<file path="src/rxq_pkg.sv">
package rxq_pkg;

   // Preamble quality scoring
   localparam logic [7:0] PQ_STEP_UP       = 8'h01;   // Added on a bit inversion
   localparam logic [7:0] PQ_STEP_DOWN     = 8'h04;   // Removed on a bit repetition
   localparam int         PQ_THR_SHIFT     = 2;       // Threshold is setting times four
   localparam logic [7:0] PQ_RESET         = 8'h00;
   localparam logic [7:0] PQ_MAX           = 8'hFF;

   // Sync word correlation
   localparam int         SYNC_BITS        = 32;      // Longest sync word in bits
   localparam logic [5:0] SQ_MAX           = 6'h20;   // Peak correlation ceiling
   localparam logic [5:0] SQ_RESET         = 6'h00;
   localparam int         SQ_SECONDARY_BIT = 6;       // Readback flag position
   localparam int         STATE_ANT_BIT    = 1;       // Antenna bit in state readback

   // Carrier sense hysteresis in RSSI steps of 1 dB
   localparam logic [8:0] CS_HYST_DB       = 9'h003;

   // Diversity measurement base interval in digital clock periods
   localparam logic [23:0] MEAS_BASE_CYCLES = 24'h000018;
   localparam logic [23:0] TIMER_RESET      = 24'h000000;
   localparam logic [7:0]  RSSI_RESET       = 8'h00;

   // Diversity sequencer states
   typedef enum logic [3:0] {
      DIV_IDLE   = 4'b0001,
      DIV_SETTLE = 4'b0010,
      DIV_PEAK   = 4'b0100,
      DIV_FROZEN = 4'b1000
   } div_state_e;

endpackage : rxq_pkg
</file>
<file path="src/rx_quality_antenna_diversity.sv">
// How it works
// Preamble score adds 1 on a bit inversion, subtracts 4 on a repetition.
// Running peak of preamble score raises preamble-valid once it passes threshold.
// Preamble threshold is four times the 4-bit setting.
// Sync score is peak bitwise correlation of stream against expected sync word.
// With check enabled, sync-valid rises once peak sync score reaches threshold.
// Sync threshold is word length minus twice setting; zero means exact match.
// Software should keep the sync quality check enabled always.
// Peak sync score readable in bits 5..0, range 0 to 32.
// Bit 6 of sync readback flags that the peak came from the secondary word.
// Carrier-sense blanking blocks received data while RSSI is below threshold.
// Diversity compares antenna 1 and 2 power, switch picks the stronger one.
// Antennas alternate during preamble until carrier sense, then freeze on stronger.
// Software must choose static carrier sense whenever diversity is enabled.
// Switch control drives an output pin and bit 1 of state readback.
// Measurement interval is 24 clocks shifted by filter exponent and time setting.
// FSK: whole interval settles, one power sample taken at its end.
// OOK: one interval settles, a second interval records peak power.
// Diversity runs only while its enable input is set.
// Static carrier sense sets above threshold, clears more than 3 dB below it.
// Preamble score floors at zero; scores and peaks clear on receive entry.
module rx_quality_antenna_diversity
   import rxq_pkg::*;
#(
   parameter int TIMER_W = 24                              // Measurement timer width
) (
   input  wire logic        mclk,                          // Digital clock, 200 MHz
   input  wire logic        rst,                           // Synchronous reset, active high
   input  wire logic        rx_start,                      // Pulse on entry into receive
   input  wire logic        rx_active,                     // High while in receive
   input  wire logic        bit_valid,                     // Demodulated bit strobe
   input  wire logic        bit_in,                        // Demodulated bit
   input  wire logic [7:0]  rssi,                          // Filtered RSSI, 1 dB steps
   input  wire logic [3:0]  preamble_quality_threshold,    // Preamble threshold setting
   input  wire logic [2:0]  sync_quality_threshold,        // Sync threshold setting
   input  wire logic        sync_quality_check_enable,     // Enables sync-valid
   input  wire logic [5:0]  sync_word_length,              // Sync length in bits
   input  wire logic [31:0] sync_word_primary,             // Expected primary word
   input  wire logic [31:0] sync_word_secondary,           // Expected secondary word
   input  wire logic        secondary_sync_enable,         // Also search secondary word
   input  wire logic [7:0]  rssi_threshold,                // Carrier sense threshold
   input  wire logic        cs_blanking,                   // Blank data below threshold
   input  wire logic        diversity_enable,              // Antenna switching on
   input  wire logic [2:0]  diversity_measure_time,        // Interval exponent
   input  wire logic [3:0]  channel_filter_setting,        // Channel filter exponent E
   input  wire logic        ook_mode,                      // 1 OOK, 0 FSK
   output logic             preamble_valid_irq,            // One-cycle pulse
   output logic             sync_valid_irq,                // One-cycle pulse
   output logic [7:0]       sync_quality_readback,         // Peak score and word flag
   output logic [1:0]       main_controller_state,         // Bit 1 mirrors the switch
   output logic             carrier_sense,                 // Static carrier sense
   output logic             rx_data_enable,                // Low while blanked
   output logic             antenna_switch                 // Switch drive to GPIO
);

   typedef struct packed {
      logic [7:0]         pq_cnt;
      logic [7:0]         pq_peak;
      logic               prev_bit;
      logic               have_prev;
      logic               pq_done;
      logic               pq_irq;
      logic [31:0]        shreg;
      logic [5:0]         bit_cnt;
      logic [5:0]         sq_peak;
      logic               sq_sec;
      logic               sq_done;
      logic               sq_irq;
      logic               cs;
      logic               rx_en;
      div_state_e         dstate;
      logic               ant;
      logic [TIMER_W-1:0] timer;
      logic [7:0]         pk;
      logic [7:0]         pow0;
      logic [7:0]         pow1;
      logic [1:0]         seen;
   } state_s;

   state_s q;
   state_s d;

   // Bitwise agreement over the newest len bits; shreg[0] is the newest bit
   function automatic logic [5:0] corr(input logic [31:0] sh,
                                       input logic [31:0] w,
                                       input logic [5:0]  len);
      logic [5:0] n;
      n = SQ_RESET;
      for (int i = 0; i < SYNC_BITS; i++) begin
         if (i < int'(len) && sh[i] == w[i]) begin
            n = n + 6'h01;
         end
      end
      return n;
   endfunction : corr

   // Derived thresholds; sync length above 32 is treated as 32
   logic [7:0]         pq_thr;
   logic [5:0]         sq_len;
   logic [5:0]         sq_thr;
   logic [5:0]         corr_p;
   logic [5:0]         corr_s;
   logic [TIMER_W-1:0] meas_lim;
   logic [8:0]         rssi_hyst;

   assign pq_thr    = {2'h0, preamble_quality_threshold, 2'h0};
   assign sq_len    = (sync_word_length > SQ_MAX) ? SQ_MAX : sync_word_length;
   assign sq_thr    = (sq_len > {2'h0, sync_quality_threshold, 1'b0}) ?
                      sq_len - {2'h0, sync_quality_threshold, 1'b0} : SQ_RESET;
   assign corr_p    = corr(q.shreg, sync_word_primary, sq_len);
   assign corr_s    = corr(q.shreg, sync_word_secondary, sq_len);
   // Shift exponent total reaches 22, so 24 << 22 is truncated to the 24-bit timer width
   assign meas_lim  = TIMER_W'(MEAS_BASE_CYCLES)
                      << channel_filter_setting << diversity_measure_time;
   assign rssi_hyst = {1'b0, rssi} + CS_HYST_DB;

   // Next-state logic for scoring, carrier sense and the diversity sequencer
   always_comb begin
      logic [7:0] sample;
      logic       meas_end;
      logic [5:0] best;
      logic       best_sec;
      sample   = RSSI_RESET;
      meas_end = 1'b0;
      best     = SQ_RESET;
      best_sec = 1'b0;
      d        = q;
      d.pq_irq = 1'b0;
      d.sq_irq = 1'b0;

      // Preamble score on each bit, floored at zero and held at the top
      if (rx_active && bit_valid) begin
         d.prev_bit  = bit_in;
         d.have_prev = 1'b1;
         if (q.have_prev && bit_in != q.prev_bit) begin
            d.pq_cnt = (q.pq_cnt == PQ_MAX) ? PQ_MAX : q.pq_cnt + PQ_STEP_UP;
         end else if (q.have_prev) begin
            d.pq_cnt = (q.pq_cnt < PQ_STEP_DOWN) ? PQ_RESET
                                                 : q.pq_cnt - PQ_STEP_DOWN;
         end
         if (d.pq_cnt > q.pq_peak) begin
            d.pq_peak = d.pq_cnt;
         end
         if (!q.pq_done && d.pq_peak > pq_thr) begin
            d.pq_irq  = 1'b1;
            d.pq_done = 1'b1;
         end

         // Sync correlation once a full word of bits has arrived
         d.shreg   = {q.shreg[30:0], bit_in};
         d.bit_cnt = (q.bit_cnt == SQ_MAX) ? SQ_MAX : q.bit_cnt + 6'h01;
      end

      // Peak tracking runs on the registered window, one cycle after the shift
      if (rx_active && q.bit_cnt >= sq_len) begin
         best     = corr_p;
         best_sec = 1'b0;
         if (secondary_sync_enable && corr_s > corr_p) begin
            best     = corr_s;
            best_sec = 1'b1;
         end
         if (best > q.sq_peak) begin
            d.sq_peak = best;
            d.sq_sec  = best_sec;
         end
      end
      if (sync_quality_check_enable && !q.sq_done && q.bit_cnt >= sq_len
          && d.sq_peak >= sq_thr && sq_len != SQ_RESET) begin
         d.sq_irq  = 1'b1;
         d.sq_done = 1'b1;
      end

      // Static carrier sense with 3 dB release hysteresis
      if (rssi > rssi_threshold) begin
         d.cs = 1'b1;
      end else if (rssi_hyst < {1'b0, rssi_threshold}) begin
         d.cs = 1'b0;
      end
      d.rx_en = !(cs_blanking && rssi < rssi_threshold);

      // Diversity sequencer; leaving receive or disabling parks it
      case (q.dstate)
         DIV_IDLE: begin
            d.timer = TIMER_RESET;
            if (diversity_enable && rx_active) begin
               d.dstate = DIV_SETTLE;
            end
         end
         DIV_SETTLE: begin
            d.timer = q.timer + TIMER_W'(1);
            if (q.timer >= meas_lim - TIMER_W'(1)) begin
               d.timer = TIMER_RESET;
               if (ook_mode) begin
                  d.dstate = DIV_PEAK;
                  d.pk     = rssi;
               end else begin
                  sample   = rssi;
                  meas_end = 1'b1;
               end
            end
         end
         DIV_PEAK: begin
            d.timer = q.timer + TIMER_W'(1);
            d.pk    = (rssi > q.pk) ? rssi : q.pk;
            if (q.timer >= meas_lim - TIMER_W'(1)) begin
               d.timer  = TIMER_RESET;
               sample   = d.pk;
               meas_end = 1'b1;
            end
         end
         DIV_FROZEN: begin
            d.timer = TIMER_RESET;
         end
         default: begin
            d.dstate = DIV_IDLE;
         end
      endcase

      // Close one antenna measurement: freeze on the stronger or swap antennas
      if (meas_end) begin
         if (q.ant) begin
            d.pow1 = sample;
         end else begin
            d.pow0 = sample;
         end
         d.seen[q.ant] = 1'b1;
         if (q.cs && d.seen == 2'b11) begin
            d.dstate = DIV_FROZEN;
            d.ant    = (d.pow1 > d.pow0);
         end else begin
            d.dstate = DIV_SETTLE;
            d.ant    = !q.ant;
         end
      end
      if (!diversity_enable || !rx_active) begin
         d.dstate = DIV_IDLE;
         d.timer  = TIMER_RESET;
         // A measurement closing in the same cycle must not move the switch
         d.ant    = q.ant;
      end

      // Entry into receive restarts every score and the diversity search
      if (rx_start) begin
         d.pq_cnt    = PQ_RESET;
         d.pq_peak   = PQ_RESET;
         d.have_prev = 1'b0;
         d.pq_done   = 1'b0;
         d.pq_irq    = 1'b0;
         d.bit_cnt   = SQ_RESET;
         d.sq_peak   = SQ_RESET;
         d.sq_sec    = 1'b0;
         d.sq_done   = 1'b0;
         d.sq_irq    = 1'b0;
         d.seen      = 2'b00;
         d.dstate    = DIV_IDLE;
         d.timer     = TIMER_RESET;
      end
   end

   // State register
   always_ff @(posedge mclk) begin
      if (rst) begin
         q.pq_cnt    <= PQ_RESET;
         q.pq_peak   <= PQ_RESET;
         q.prev_bit  <= 1'b0;
         q.have_prev <= 1'b0;
         q.pq_done   <= 1'b0;
         q.pq_irq    <= 1'b0;
         q.shreg     <= 32'h00000000;
         q.bit_cnt   <= SQ_RESET;
         q.sq_peak   <= SQ_RESET;
         q.sq_sec    <= 1'b0;
         q.sq_done   <= 1'b0;
         q.sq_irq    <= 1'b0;
         q.cs        <= 1'b0;
         q.rx_en     <= 1'b1;
         q.dstate    <= DIV_IDLE;
         q.ant       <= 1'b0;
         q.timer     <= TIMER_RESET;
         q.pk        <= RSSI_RESET;
         q.pow0      <= RSSI_RESET;
         q.pow1      <= RSSI_RESET;
         q.seen      <= 2'b00;
      end else begin
         q <= d;
      end
   end

   // Outputs come straight from the state register
   assign preamble_valid_irq    = q.pq_irq;
   assign sync_valid_irq        = q.sq_irq;
   assign sync_quality_readback = {1'b0, q.sq_sec, q.sq_peak};
   assign main_controller_state = {q.ant, 1'b0};
   assign carrier_sense         = q.cs;
   assign rx_data_enable        = q.rx_en;
   assign antenna_switch        = q.ant;
endmodule : rx_quality_antenna_diversity

</file>
<file path="config.mk">
export PLATFORM = sky130hd
export DESIGN_NAME = rx_quality_antenna_diversity
export DESIGN_NICKNAME = d
export VERILOG_FILES = /design/src/rxq_pkg.sv /design/src/rx_quality_antenna_diversity.sv
export SDC_FILE = /design/constraint.sdc
export NUM_CORES = 1
export LEC_CHECK = 0
export BUFFER_PORTS_ARGS = -buffer_cell sky130_fd_sc_hd__buf_2
export CAP_MARGIN = 25
export CORE_MARGIN = 8
export CORE_UTILIZATION = 58
export CTS_BUF_LIST = sky130_fd_sc_hd__clkbuf_4 sky130_fd_sc_hd__clkbuf_8
export CTS_CLUSTER_SIZE = 16
export DETAILED_ROUTE_END_ITERATION = 6
export HOLD_SLACK_MARGIN = 0.1
export PLACE_DENSITY_LB_ADDON = 0.2
export SETUP_SLACK_MARGIN = 0.1
export SYNTH_ARGS = -nofsm -noshare
export SYNTH_HDL_FRONTEND = slang
export SYNTH_SLANG_ARGS = --single-unit
</file>
<file path="constraint.sdc">
create_clock -name mclk -period 23.4 [get_ports mclk]
set_input_delay 0 -clock mclk [delete_from_list [all_inputs] [get_ports mclk]]
set_output_delay 0 -clock mclk [all_outputs]
set_load 0.03 [all_outputs]
</file>
---- Word-level counts from Yosys, hierarchy flattened ----
Cells that the tools add are included.
storage, ports and cells
  register bits ........................... 124
  input bits .............................. 111
  output and inout port bits .............. 15
  word-level logic and storage cells ...... 429
operators by class
  add/subtract/negate cells ............... 69
  magnitude comparators ................... 49
  equality and inequality tests ........... 78
  shifts and indexed selects .............. 2
  muxes and demuxes ....................... 109
  bitwise logic cells ..................... 3
  reductions and logical operators ........ 98
operators by type and width
  cell                                                        count
  two-way mux 6 bit                                           67
  adder 6 x 1 -> 6 bit (second input constant)                63
  two-way mux 8 bit                                           16
  less-than comparator 5 x 6 -> 1 bit (first input constant)  16
  logical AND 1 bit                                           77
  case mux 24 bit (3 select lines)                            1
  equality test 1 bit                                         64
  less-than comparator 4 x 6 -> 1 bit (first input constant)  8
  > comparator 8 bit                                          4
  two-way mux 32 bit                                          1
  case mux 8 bit (2 select lines)                             2
  adder 24 x 1 -> 24 bit (second input constant)              1
  >= comparator 24 bit                                        1
  less-than comparator 3 x 6 -> 1 bit (first input constant)  4
  two-way mux 24 bit                                          1
  << shifter 24 x 3 -> 24 bit                                 1
  << shifter 5 x 4 -> 24 bit (first input constant)           1
  subtractor 24 x 1 -> 24 bit (second input constant)         1
  two-way mux 7 bit                                           2
  >= comparator 6 bit                                         2
  > comparator 6 bit                                          2
  less-than comparator 1 x 6 -> 1 bit (first input constant)  2
  less-than comparator 2 x 6 -> 1 bit (first input constant)  2
  two-way mux 4 bit                                           3
  40 further kinds                                            66

---- Logic depth before layout (Yosys ltp) ----
Gate-level depths: netlist of the first run.
  depth in word-level cells ............... 78
  depth in mapped cells ................... 138
  gate-level depth less buffers ........... 134

---- Worst setup path before layout of the first run ----
No wires, ideal clock.
  path type ............................... input to register
  start point ............................. in sync_word_length[2]
  end point ............................... reg q[58] (netlist name)
  library setup time ...................... 0.114 ns
  arrival ................................. 23.323 ns
  required time ........................... 23.286 ns
  path slack .............................. -0.037 ns
  stages on the path ...................... 127
  buffers on the path ..................... 3
  path through ............................ buf_2 -> nor4_4 -> buf_2 -> nand2_1 -> and2_1 -> ha_1 -> xnor2_2 -> inv_1 -> ha_1 -> nor3_1 -> o31ai_1 -> ha_1 -> mux2i_1 -> o21ai_1 -> ha_1 -> inv_1 -> a21oi_1 -> ha_1 -> (+91 left out) -> ha_1 -> nor2b_1 -> o21a_1 -> o21bai_1 -> a211o_1 -> clkbuf_1 -> nor2_1 -> a21oi_1 -> ha_1 -> nand2b_1 -> a21o_1 -> a21oi_1 -> nor2b_1 -> o21ai_0 -> nand2b_1 -> a21oi_1 -> nor3_1 -> a21o_1
on the way
  cells in the longest elaborated chain, start to end .. 77
  elaborated cells on any way between the ends .. 241
  those cells by class .................... 63 x add/sub; 38 x order compare; 70 x mux; 70 x reduce/logical
RTL lines
  element                              line                                 source
  start, declared                      rx_quality_antenna_diversity.sv:37   input wire logic [5:0] sync_word_length,
  > comparator 6 bit                   rx_quality_antenna_diversity.sv:107  assign sq_len = (sync_word_length > SQ_MAX) ? SQ_MAX : sync_word_length;
  two-way mux 6 bit *                  rx_quality_antenna_diversity.sv:107
  less-than comparator 1 x 6 -> 1 bit  rx_quality_antenna_diversity.sv:90   if (i < int'(len) && sh[i] == w[i]) begin
  logical AND 1 bit                    rx_quality_antenna_diversity.sv:90
  two-way mux 1 bit                    rx_quality_antenna_diversity.sv:90
  adder 6 x 1 -> 6 bit                 rx_quality_antenna_diversity.sv:91   n = n + 6'h01;
  two-way mux 6 bit                    rx_quality_antenna_diversity.sv:90
  adder 6 x 1 -> 6 bit                 rx_quality_antenna_diversity.sv:91
  (+61 left out)                       --
  two-way mux 6 bit                    rx_quality_antenna_diversity.sv:158  if (secondary_sync_enable && corr_s > corr_p) begin
  two-way mux 6 bit                    rx_quality_antenna_diversity.sv:155  if (rx_active && q.bit_cnt >= sq_len) begin
  > comparator 6 bit                   rx_quality_antenna_diversity.sv:162  if (best > q.sq_peak) begin
  two-way mux 7 bit                    rx_quality_antenna_diversity.sv:162
  two-way mux 7 bit                    rx_quality_antenna_diversity.sv:155
  >= comparator 6 bit                  rx_quality_antenna_diversity.sv:168  && d.sq_peak >= sq_thr && sq_len != SQ_RESET) begin
  logical AND 1 bit                    rx_quality_antenna_diversity.sv:168
  logical AND 1 bit *                  rx_quality_antenna_diversity.sv:168
  end, declared                        rx_quality_antenna_diversity.sv:80   state_s q;
Every way passes the cells marked *; elsewhere a longest branch is shown, timed or not. The select of a mux whose other input is x is not followed.
A chain may end at the register's enable or synchronous reset.

---- Final worst setup path of the first run ----
  start point ............................. reg q[73] (netlist name)
  end point ............................... reg q[58] (netlist name)
on the way
  cells in the longest elaborated chain, start to end .. 73
  elaborated cells on any way between the ends .. 136
  those cells by class .................... 60 x add/sub; 3 x order compare; 2 x eq/ne; 66 x mux; 5 x reduce/logical
RTL lines
  element                           line
  equality test 1 bit               rx_quality_antenna_diversity.sv:90
  logical AND 1 bit                 rx_quality_antenna_diversity.sv:90
  two-way mux 6 bit                 rx_quality_antenna_diversity.sv:90
  adder 6 x 1 -> 6 bit              rx_quality_antenna_diversity.sv:91
  two-way mux 6 bit                 rx_quality_antenna_diversity.sv:90
  adder 6 x 1 -> 6 bit              rx_quality_antenna_diversity.sv:91
  two-way mux 6 bit                 rx_quality_antenna_diversity.sv:90
  adder 6 x 1 -> 6 bit              rx_quality_antenna_diversity.sv:91
  (+56 left out)                    --
  logical AND 1 bit                 rx_quality_antenna_diversity.sv:158
  two-way mux 6 bit *               rx_quality_antenna_diversity.sv:158
  two-way mux 6 bit *               rx_quality_antenna_diversity.sv:155
  > comparator 6 bit                rx_quality_antenna_diversity.sv:162
  two-way mux 7 bit *               rx_quality_antenna_diversity.sv:162
  two-way mux 7 bit *               rx_quality_antenna_diversity.sv:155
  >= comparator 6 bit *             rx_quality_antenna_diversity.sv:168
  logical AND 1 bit * (2 in a row)  rx_quality_antenna_diversity.sv:168
Marks and branches as above.

==> key figures, run 1 <==
Run status
  • Run status: finished clean

Global routing
  • Maximum number of pins on one net before global-route repair: 62
  • Wire length of the first global-routing pass: ~85000 µm
  • Via count of the first global-routing pass: approximately 18000
  • Grt total ovfl: 0
  • Overall track demand over capacity in global routing: approximately a quarter
  • Initial antenna violation count: 0

Worst hold path
  • Hold path startpoint: rssi_threshold[7]
  • Path class of the lowest-slack min-delay path: input port to flop
  • Count of cells along the worst hold path: 6
  • Hold endpoint: rx_data_enable

Placed design
  • Count of input and output buffers: about 120
  • Final weighted congestion in routability-driven placement: approximately 0.96
  • Placed cells: 2990
  • Detailed placer's ending HPWL: between 30000 and 40000 µm

Critical path
  • Minimum setup slack among reg-to-reg paths: approximately 1 ns
  • Arrival @ worst endpoint: between 20 and 25 ns
  • Worst setup EP type: flop
  • Reg2Reg Depth: between 100 and 150
  • Origin of the critical flop-to-flop path: q[73]
  • Crit path required time: 23.77 ns
  • Critical Path Fanout Max: 5
  • Worst r2r dst: q[58]
  • Path type of the worst setup path: flop to flop
  • Type of origin of the critical path: flop
  • CP max stage delay: approximately 0.40 ns
  • Cell seen most often among critical-path stages: sky130_fd_sc_hd__ha_1
  • Master of the slowest instance on the critical path: sky130_fd_sc_hd__or3_4

Clock network
  • # H-tree levels: 4
  • Library cell used as clock root buffer: sky130_fd_sc_hd__clkbuf_8
  • Clock insertion delay at the later pin of the skew report: approximately 0.48 ns
  • TritonCTS clock tree: done
  • Clock transition at the register clock pins on the worst setup and hold paths after CTS: 0.08 ns
  • Number of clock sinks seen by CTS: approximately 120
  • Maximum clock insertion buffer count: 2
  • Total clock buffers created by CTS: 17

Route
  • Remaining antenna violation count: 0
  • Routed length on met1: approximately 23000 µm
  • Met3 routed WL: a little over 3000 µm
  • Pre-antenna DRT Iters: 6
  • Routed length on met2: around 25000 µm
  • Total via count in the routed design: ~19000
  • Detailed Route WL: between 50000 and 60000 µm
  • Average wire per standard cell: approximately 17 µm
  • Number of DRC violations after detailed routing: 0
  • Number of DRC markers after the initial detailed-route iteration: 1374
  • Highest metal layer with signal wires: met4
  • Number of vias per cell after detailed routing: 6.02

Cells and area
  • Layout filler cell count: 2712
  • Fraction of layout instances using a drive strength above 1: about 17%
  • Area growth from synthesis to layout: 13.7%
  • Ant. Diodes: 0
  • Number of nets in the layout: between 2000 and 3000
  • Cell Count, Final, Fillers Out: about 3100

Yosys
  • Post-synth ARST share: 0%
  • Number of distinct standard cells referenced by the synthesized netlist: around 110
  • Average footprint of a synthesized cell: between 7 and 8 µm²
  • Cell with the most instances after synthesis: sky130_fd_sc_hd__nand2_1
  • Mapped Area: between 15000 and 20000 µm²
  • Mapped Cells: between 2000 and 3000
  • Seq cells post-synth: about 120
  • Area share of the largest cell type after synthesis: between 10% and 20%
  • Most instantiated flip-flop cell in the synthesis netlist: sky130_fd_sc_hd__dfxtp_1
  • Synth area leader: sky130_fd_sc_hd__dfxtp_1
  • Number of enable-type register cells in the synthesized netlist: 0
  • Seq/Total Area, Yosys: a little over an eighth
  • Top post-synthesis cells by count: sky130_fd_sc_hd__nand2_1, sky130_fd_sc_hd__nor2_1, sky130_fd_sc_hd__xnor2_1
  • Count of warnings emitted by yosys: 0
  • Cells taking the most area after synthesis: sky130_fd_sc_hd__dfxtp_1, sky130_fd_sc_hd__ha_1, sky130_fd_sc_hd__xnor2_1

Floorplanning
  • Count of standard-cell rows: 65
  • Die Outline Area: ~38000 µm²
  • Starting density of the core: around three fifths
  • Vertical extent of the die: around 200 µm
  • Core Area: about 32000 µm²
  • Width of the chip: 195 µm
  • I/O pins: around 130

Timing
  • Largest clock skew in the final design: between 0.015 and 0.02 ns
  • Setup TNS: 0 ns
  • Final worst path period need: roughly 22 ns
  • Fmax: approximately 0.045 GHz
  • Post-Route Hold Slack: between 0.1 and 0.15 ns
  • Final hold viol count: 0
  • Fraction of the cycle the final worst path needs: 95.7%
  • Setup-failing EPs final: 0
  • Transition time of the tightest slew-check pin: between 0.9 and 1 ns
  • Count of pins over their slew limit: 0
  • Worst-case headroom to the max-slew limit: around a third

Run
  • MaxCap Viol Count: 0
-- metal layers --
layer	track usage (%)	vias to the layer above
met5	0	-
met4	7.10	0
met3	3.85	109
met2	45.3	578
met1	32.3	8735
li1	-	9184
-- cell usage in the layout, fill, tap and decap left out, types with 35 or more instances in the layout --
cell type,netlist,routed
sky130_fd_sc_hd__ha_1,164,154
sky130_fd_sc_hd__buf_4,10,85
sky130_fd_sc_hd__nor3_1,37,35
sky130_fd_sc_hd__nand2_1,330,323
sky130_fd_sc_hd__nand2b_1,37,36
sky130_fd_sc_hd__a21oi_1,191,175
sky130_fd_sc_hd__o21ai_0,119,110
sky130_fd_sc_hd__nor2_1,248,237
sky130_fd_sc_hd__inv_1,118,116
sky130_fd_sc_hd__mux2i_1,45,42
sky130_fd_sc_hd__nand3_1,85,84
sky130_fd_sc_hd__xor2_1,124,123
sky130_fd_sc_hd__dfxtp_1,123,121
sky130_fd_sc_hd__xnor2_1,199,194
sky130_fd_sc_hd__buf_2,11,123
-- cell families (layout without fill, tap and decap cells) --
logic type                 after synthesis  in the layout  synth area share (%)
AOI/OAI and AO/OA                      621            621                  21.8
buffers and inverters                  224            384                  4.89
adders and majority gates              166            166                  11.2
and+or+nand+nor                        951            951                  24.1
xor gates and xnor gates               377            377                  21.2
muxes                                   63             63                  3.54
DFF                                    123            123                  13.3
other                                    1              2                0.0202
-- critical path: cells and delay by family (launching register included) --
family | cells | cell delay (ns)
adder cells (fa/ha/maj) | 30 | 8.52
AO/OA/AOI/OAI | 42 | 6.39
AND/OR/NAND/NOR | 28 | 3.40
XOR/XNOR | 7 | 1.61
multiplexers | 5 | 1.18
buffers and inverters | 10 | 0.79
flip-flops | 1 | 0.38
-- flip-flops by register name, indices dropped and copies added (netlist names) --
register               flops
sync_quality_readback      7
rx_data_enable             1
carrier_sense              1
sync_valid_irq             1
antenna_switch             1
q                        111
preamble_valid_irq         1
-- final cells by class --
type,count,area [µm²],area share (%)
repair buffers,226,1430,6.79
well taps,402,503,2.38
clock inverters,12,160,0.759
inverters,126,475,2.25
flip-flops and latches,123,2470,11.7
clock buffers,20,269,1.27
multi-input cells,2180,15800,74.8
-- how the worst max path moves through the flow --
stage,end,depth (start not counted),from,slack (ns)
2_1_floorplan,q[58],127,sync_word_length[2],0.23
3_3_place_gp,q[58],123,sync_word_length[5],-0.02
3_5_place_dp,q[58],126,q[72],-1.20
4_1_cts,q[58],126,q[73],0.13
5_1_grt,q[58],125,q[73],-0.18
6_report,q[58],122,q[73],1.0
-- timing repair --
item                       in CTS  in global routing
gates resized for setup        19                110
hold endpoints to repair       39                  0
setup buffers                  10                 39
pin swaps                       6                 54
setup endpoints to repair       9                  9
hold buffers                   18                  0
-- through the flow --
stage / area, µm² / util [%] / setup slack [ns]
final: 21100 / 66.9 / 0.996
after global routing: 21100 / 66.9 / -0.178
after CTS: 20300 / 64.3 / 0.128
after detailed placement: 19500 / 61.9 / -1.20
after global placement: 19500 / 61.9 / -0.0246
after floorplan: 18600 / - / 0.231
Power of run 1 is left out: the tool's default activity adds up to more than one toggle a clock period on the data nets, which glitch-free logic cannot reach.
==> run 2: changes to the inputs <==
--- a/config.mk
+++ b/config.mk
@@ -7,6 +7,7 @@
 export LEC_CHECK = 0
 export BUFFER_PORTS_ARGS = -buffer_cell sky130_fd_sc_hd__buf_2
 export CAP_MARGIN = 25
+export CORE_ASPECT_RATIO = 0.6
 export CORE_MARGIN = 8
 export CORE_UTILIZATION = 58
 export CTS_BUF_LIST = sky130_fd_sc_hd__clkbuf_4 sky130_fd_sc_hd__clkbuf_8
==> key figures, run 2 (same netlist as run 1, synthesis figures left out) <==
Floorplanning
  • Vertical extent of the die: 155 µm (was 195 µm)
  • I/O pins: 126 (unchanged)
  • Die Outline Area: 38200 µm² (was 38000 µm²)
  • Width of the chip: 247 µm (was 195 µm)
  • Count of standard-cell rows: 50 (was 65)
  • Core Area: 31300 µm² (was 31600 µm²)
  • Starting density of the core: 59.2% (was 58.8%)

Route
  • Number of vias per cell after detailed routing: 6.10 (was 6.02)
  • Routed length on met1: 26200 µm (was 22600 µm)
  • Detailed Route WL: 55700 µm (was 52100 µm)
  • Routed length on met2: 23700 µm (was 25100 µm)
  • Highest metal layer with signal wires: met4 (unchanged)
  • Remaining antenna violation count: 0 (unchanged)
  • Pre-antenna DRT Iters: 5 (was 6)
  • Number of DRC markers after the initial detailed-route iteration: 1796 (was 1374)
  • Number of DRC violations after detailed routing: 0 (unchanged)
  • Average wire per standard cell: 18.0 µm (was 16.9 µm)
  • Total via count in the routed design: 18900 (was 18600)
  • Met3 routed WL: 4780 µm (was 3030 µm)

Cells and area
  • Fraction of layout instances using a drive strength above 1: 16.4% (was 16.9%)
  • Register with the most flip-flops: q (unchanged)
  • Final core utilization: 67.2% (was 66.9%)
  • Flip-flop count of the largest register after layout: 111 (unchanged)
  • Number of nets in the layout: 2948 (was 2950)
  • Commonest cells after routing, fill and taps aside: sky130_fd_sc_hd__nand2_1, sky130_fd_sc_hd__nor2_1, sky130_fd_sc_hd__xnor2_1, sky130_fd_sc_hd__a21oi_1, sky130_fd_sc_hd__ha_1 (unchanged)
  • Ant. Diodes: 0 (unchanged)
  • Final std cell area, no fill: 21100 µm² (about the same)
  • Area growth from synthesis to layout: 13.4% (was 13.7%)
  • Most common cell after layout, fill and taps aside: sky130_fd_sc_hd__nand2_1 (unchanged)
  • Cell Count, Final, Fillers Out: 3101 (was 3089)

Worst hold path
  • Count of cells along the worst hold path: 6 (unchanged)
  • Path class of the lowest-slack min-delay path: input port to flop (unchanged)
  • Hold endpoint: carrier_sense (was rx_data_enable)
  • Hold path startpoint: rssi_threshold[2] (was rssi_threshold[7])

Clock network
  • Library cell used as clock root buffer: sky130_fd_sc_hd__clkbuf_8 (unchanged)
  • Maximum clock insertion buffer count: 2 (unchanged)
  • Clock insertion delay at the later pin of the skew report: 0.50 ns (was 0.48 ns)
  • TritonCTS clock tree: done (unchanged)
  • Clock transition at the register clock pins on the worst setup and hold paths after CTS: 0.10 ns (was 0.08 ns)
  • Total clock buffers created by CTS: 17 (unchanged)
  • Number of clock sinks seen by CTS: 123 (unchanged)
  • # H-tree levels: 4 (unchanged)

Timing
  • Fmax: 0.0442 GHz (was 0.0446 GHz)
  • Fraction of the cycle the final worst path needs: 96.7% (was 95.7%)
  • Transition time of the tightest slew-check pin: 0.937 ns (was 0.958 ns)
  • Worst-case headroom to the max-slew limit: 37.6% (was 35.3%)
  • Count of pins over their slew limit: 0 (unchanged)
  • Setup-failing EPs final: 0 (unchanged)
  • Final hold viol count: 0 (unchanged)
  • Final worst path period need: 22.62 ns (was 22.40 ns)
  • Largest clock skew in the final design: 0.0186 ns (was 0.0173 ns)

Placed design
  • Count of input and output buffers: 123 (unchanged)
  • Detailed placer's ending HPWL: 42400 µm (was 39200 µm)
  • Placed Area: 19600 µm² (was 19500 µm²)
  • Placed cells: 3007 (was 2990)
  • Final weighted congestion in routability-driven placement: 0.947 (was 0.956)

Global routing
  • Grt total ovfl: 0 (unchanged)
  • Via count of the first global-routing pass: 17100 (was 17500)
  • Initial antenna violation count: 0 (unchanged)
  • Maximum number of pins on one net before global-route repair: 62 (unchanged)
  • Overall track demand over capacity in global routing: 27.4% (was 25.8%)
  • Wire length of the first global-routing pass: 87600 µm (was 84600 µm)

Critical path
  • Critical Path Fanout Max: 5 (unchanged)
  • Arrival @ worst endpoint: 23.02 ns (was 22.77 ns)
  • Type of origin of the critical path: flop (unchanged)
  • Crit path required time: 23.80 ns (was 23.77 ns)
  • Minimum setup slack among reg-to-reg paths: 0.78 ns (was 1.0 ns)
  • Cell seen most often among critical-path stages: sky130_fd_sc_hd__ha_1 (unchanged)
  • Path type of the worst setup path: flop to flop (unchanged)
  • Worst setup EP type: flop (unchanged)
  • Reg2Reg Depth: 124 (was 122)
  • Master of the slowest instance on the critical path: sky130_fd_sc_hd__or3_1 (was sky130_fd_sc_hd__or3_4)
  • CP max stage delay: 0.40 ns (about the same)
  • Worst r2r dst: q[58] (unchanged)
  • Origin of the critical flop-to-flop path: q[72] (was q[73])

Run status
  • Run status: finished clean (unchanged)

Run
  • MaxCap Viol Count: 0 (unchanged)
==> run 2: layer usage <==
metal	up-vias	global-route usage (%)
met3	74	5.23
met1	8850	40.3
met2	790	40.7
met4	0	5.87
li1	9213	-
met5	-	0
==> run 2: repair_timing <==
item                                    in CTS  in global routing
gates resized for setup                     16                107
endpoints found under the setup margin       2                  9
hold buffers                                18                  0
buffers inserted                             5                 39
pin swaps                                    4                 56
hold endpoints to repair                    40                  0
==> run 2: worst max path at each step <==
stage / to / slack, ns / depth (start not counted) / start
3_5_place_dp: q[58] / -1.05 / 131 / sync_word_length[5]
5_1_grt: q[58] / -0.39 / 131 / q[72]
4_1_cts: q[58] / 0.13 / 123 / q[72]
3_3_place_gp: q[58] / -0.36 / 131 / sync_word_length[5]
2_1_floorplan: q[58] / 0.23 / 127 / sync_word_length[2]
6_report: q[58] / 0.78 / 124 / q[72]
==> run 2: worst max-delay path: cells and delay by family, from the launching register on <==
| family | cells | cell delay (ns) |
|---|---|---|
| AOI/OAI and AO/OA | 41 | 5.99 |
| xor gates and xnor gates | 4 | 0.71 |
| adders and majority gates | 32 | 9.39 |
| buffers and inverters | 12 | 1.05 |
| DFF | 1 | 0.38 |
| muxes | 7 | 1.80 |
| and+or+nand+nor | 28 | 3.21 |
==> run 2: through the flow <==
stage	TNS, ns	worst slack, ns	hold WS [ns]
final	0	0.784	0.150
after global routing	-0.635	-0.391	0.185
after CTS	0	0.132	0.112
after detailed placement	-2.08	-1.05	0.290
after global placement	-0.592	-0.362	0.286
after floorplan	0	0.231	0.136
==> run 2: cell type report <==
| class | count | area, µm² |
|---|---|---|
| clock buffer | 17 | 234 |
| clock inverter | 15 | 184 |
| fill | 2657 | 10300 |
| inverter | 126 | 478 |
| multi-input combinational | 2180 | 15700 |
| sequential | 123 | 2470 |
| tap | 416 | 520 |
| timing repair buffer | 224 | 1430 |
Power of run 2 is left out for the same reason.
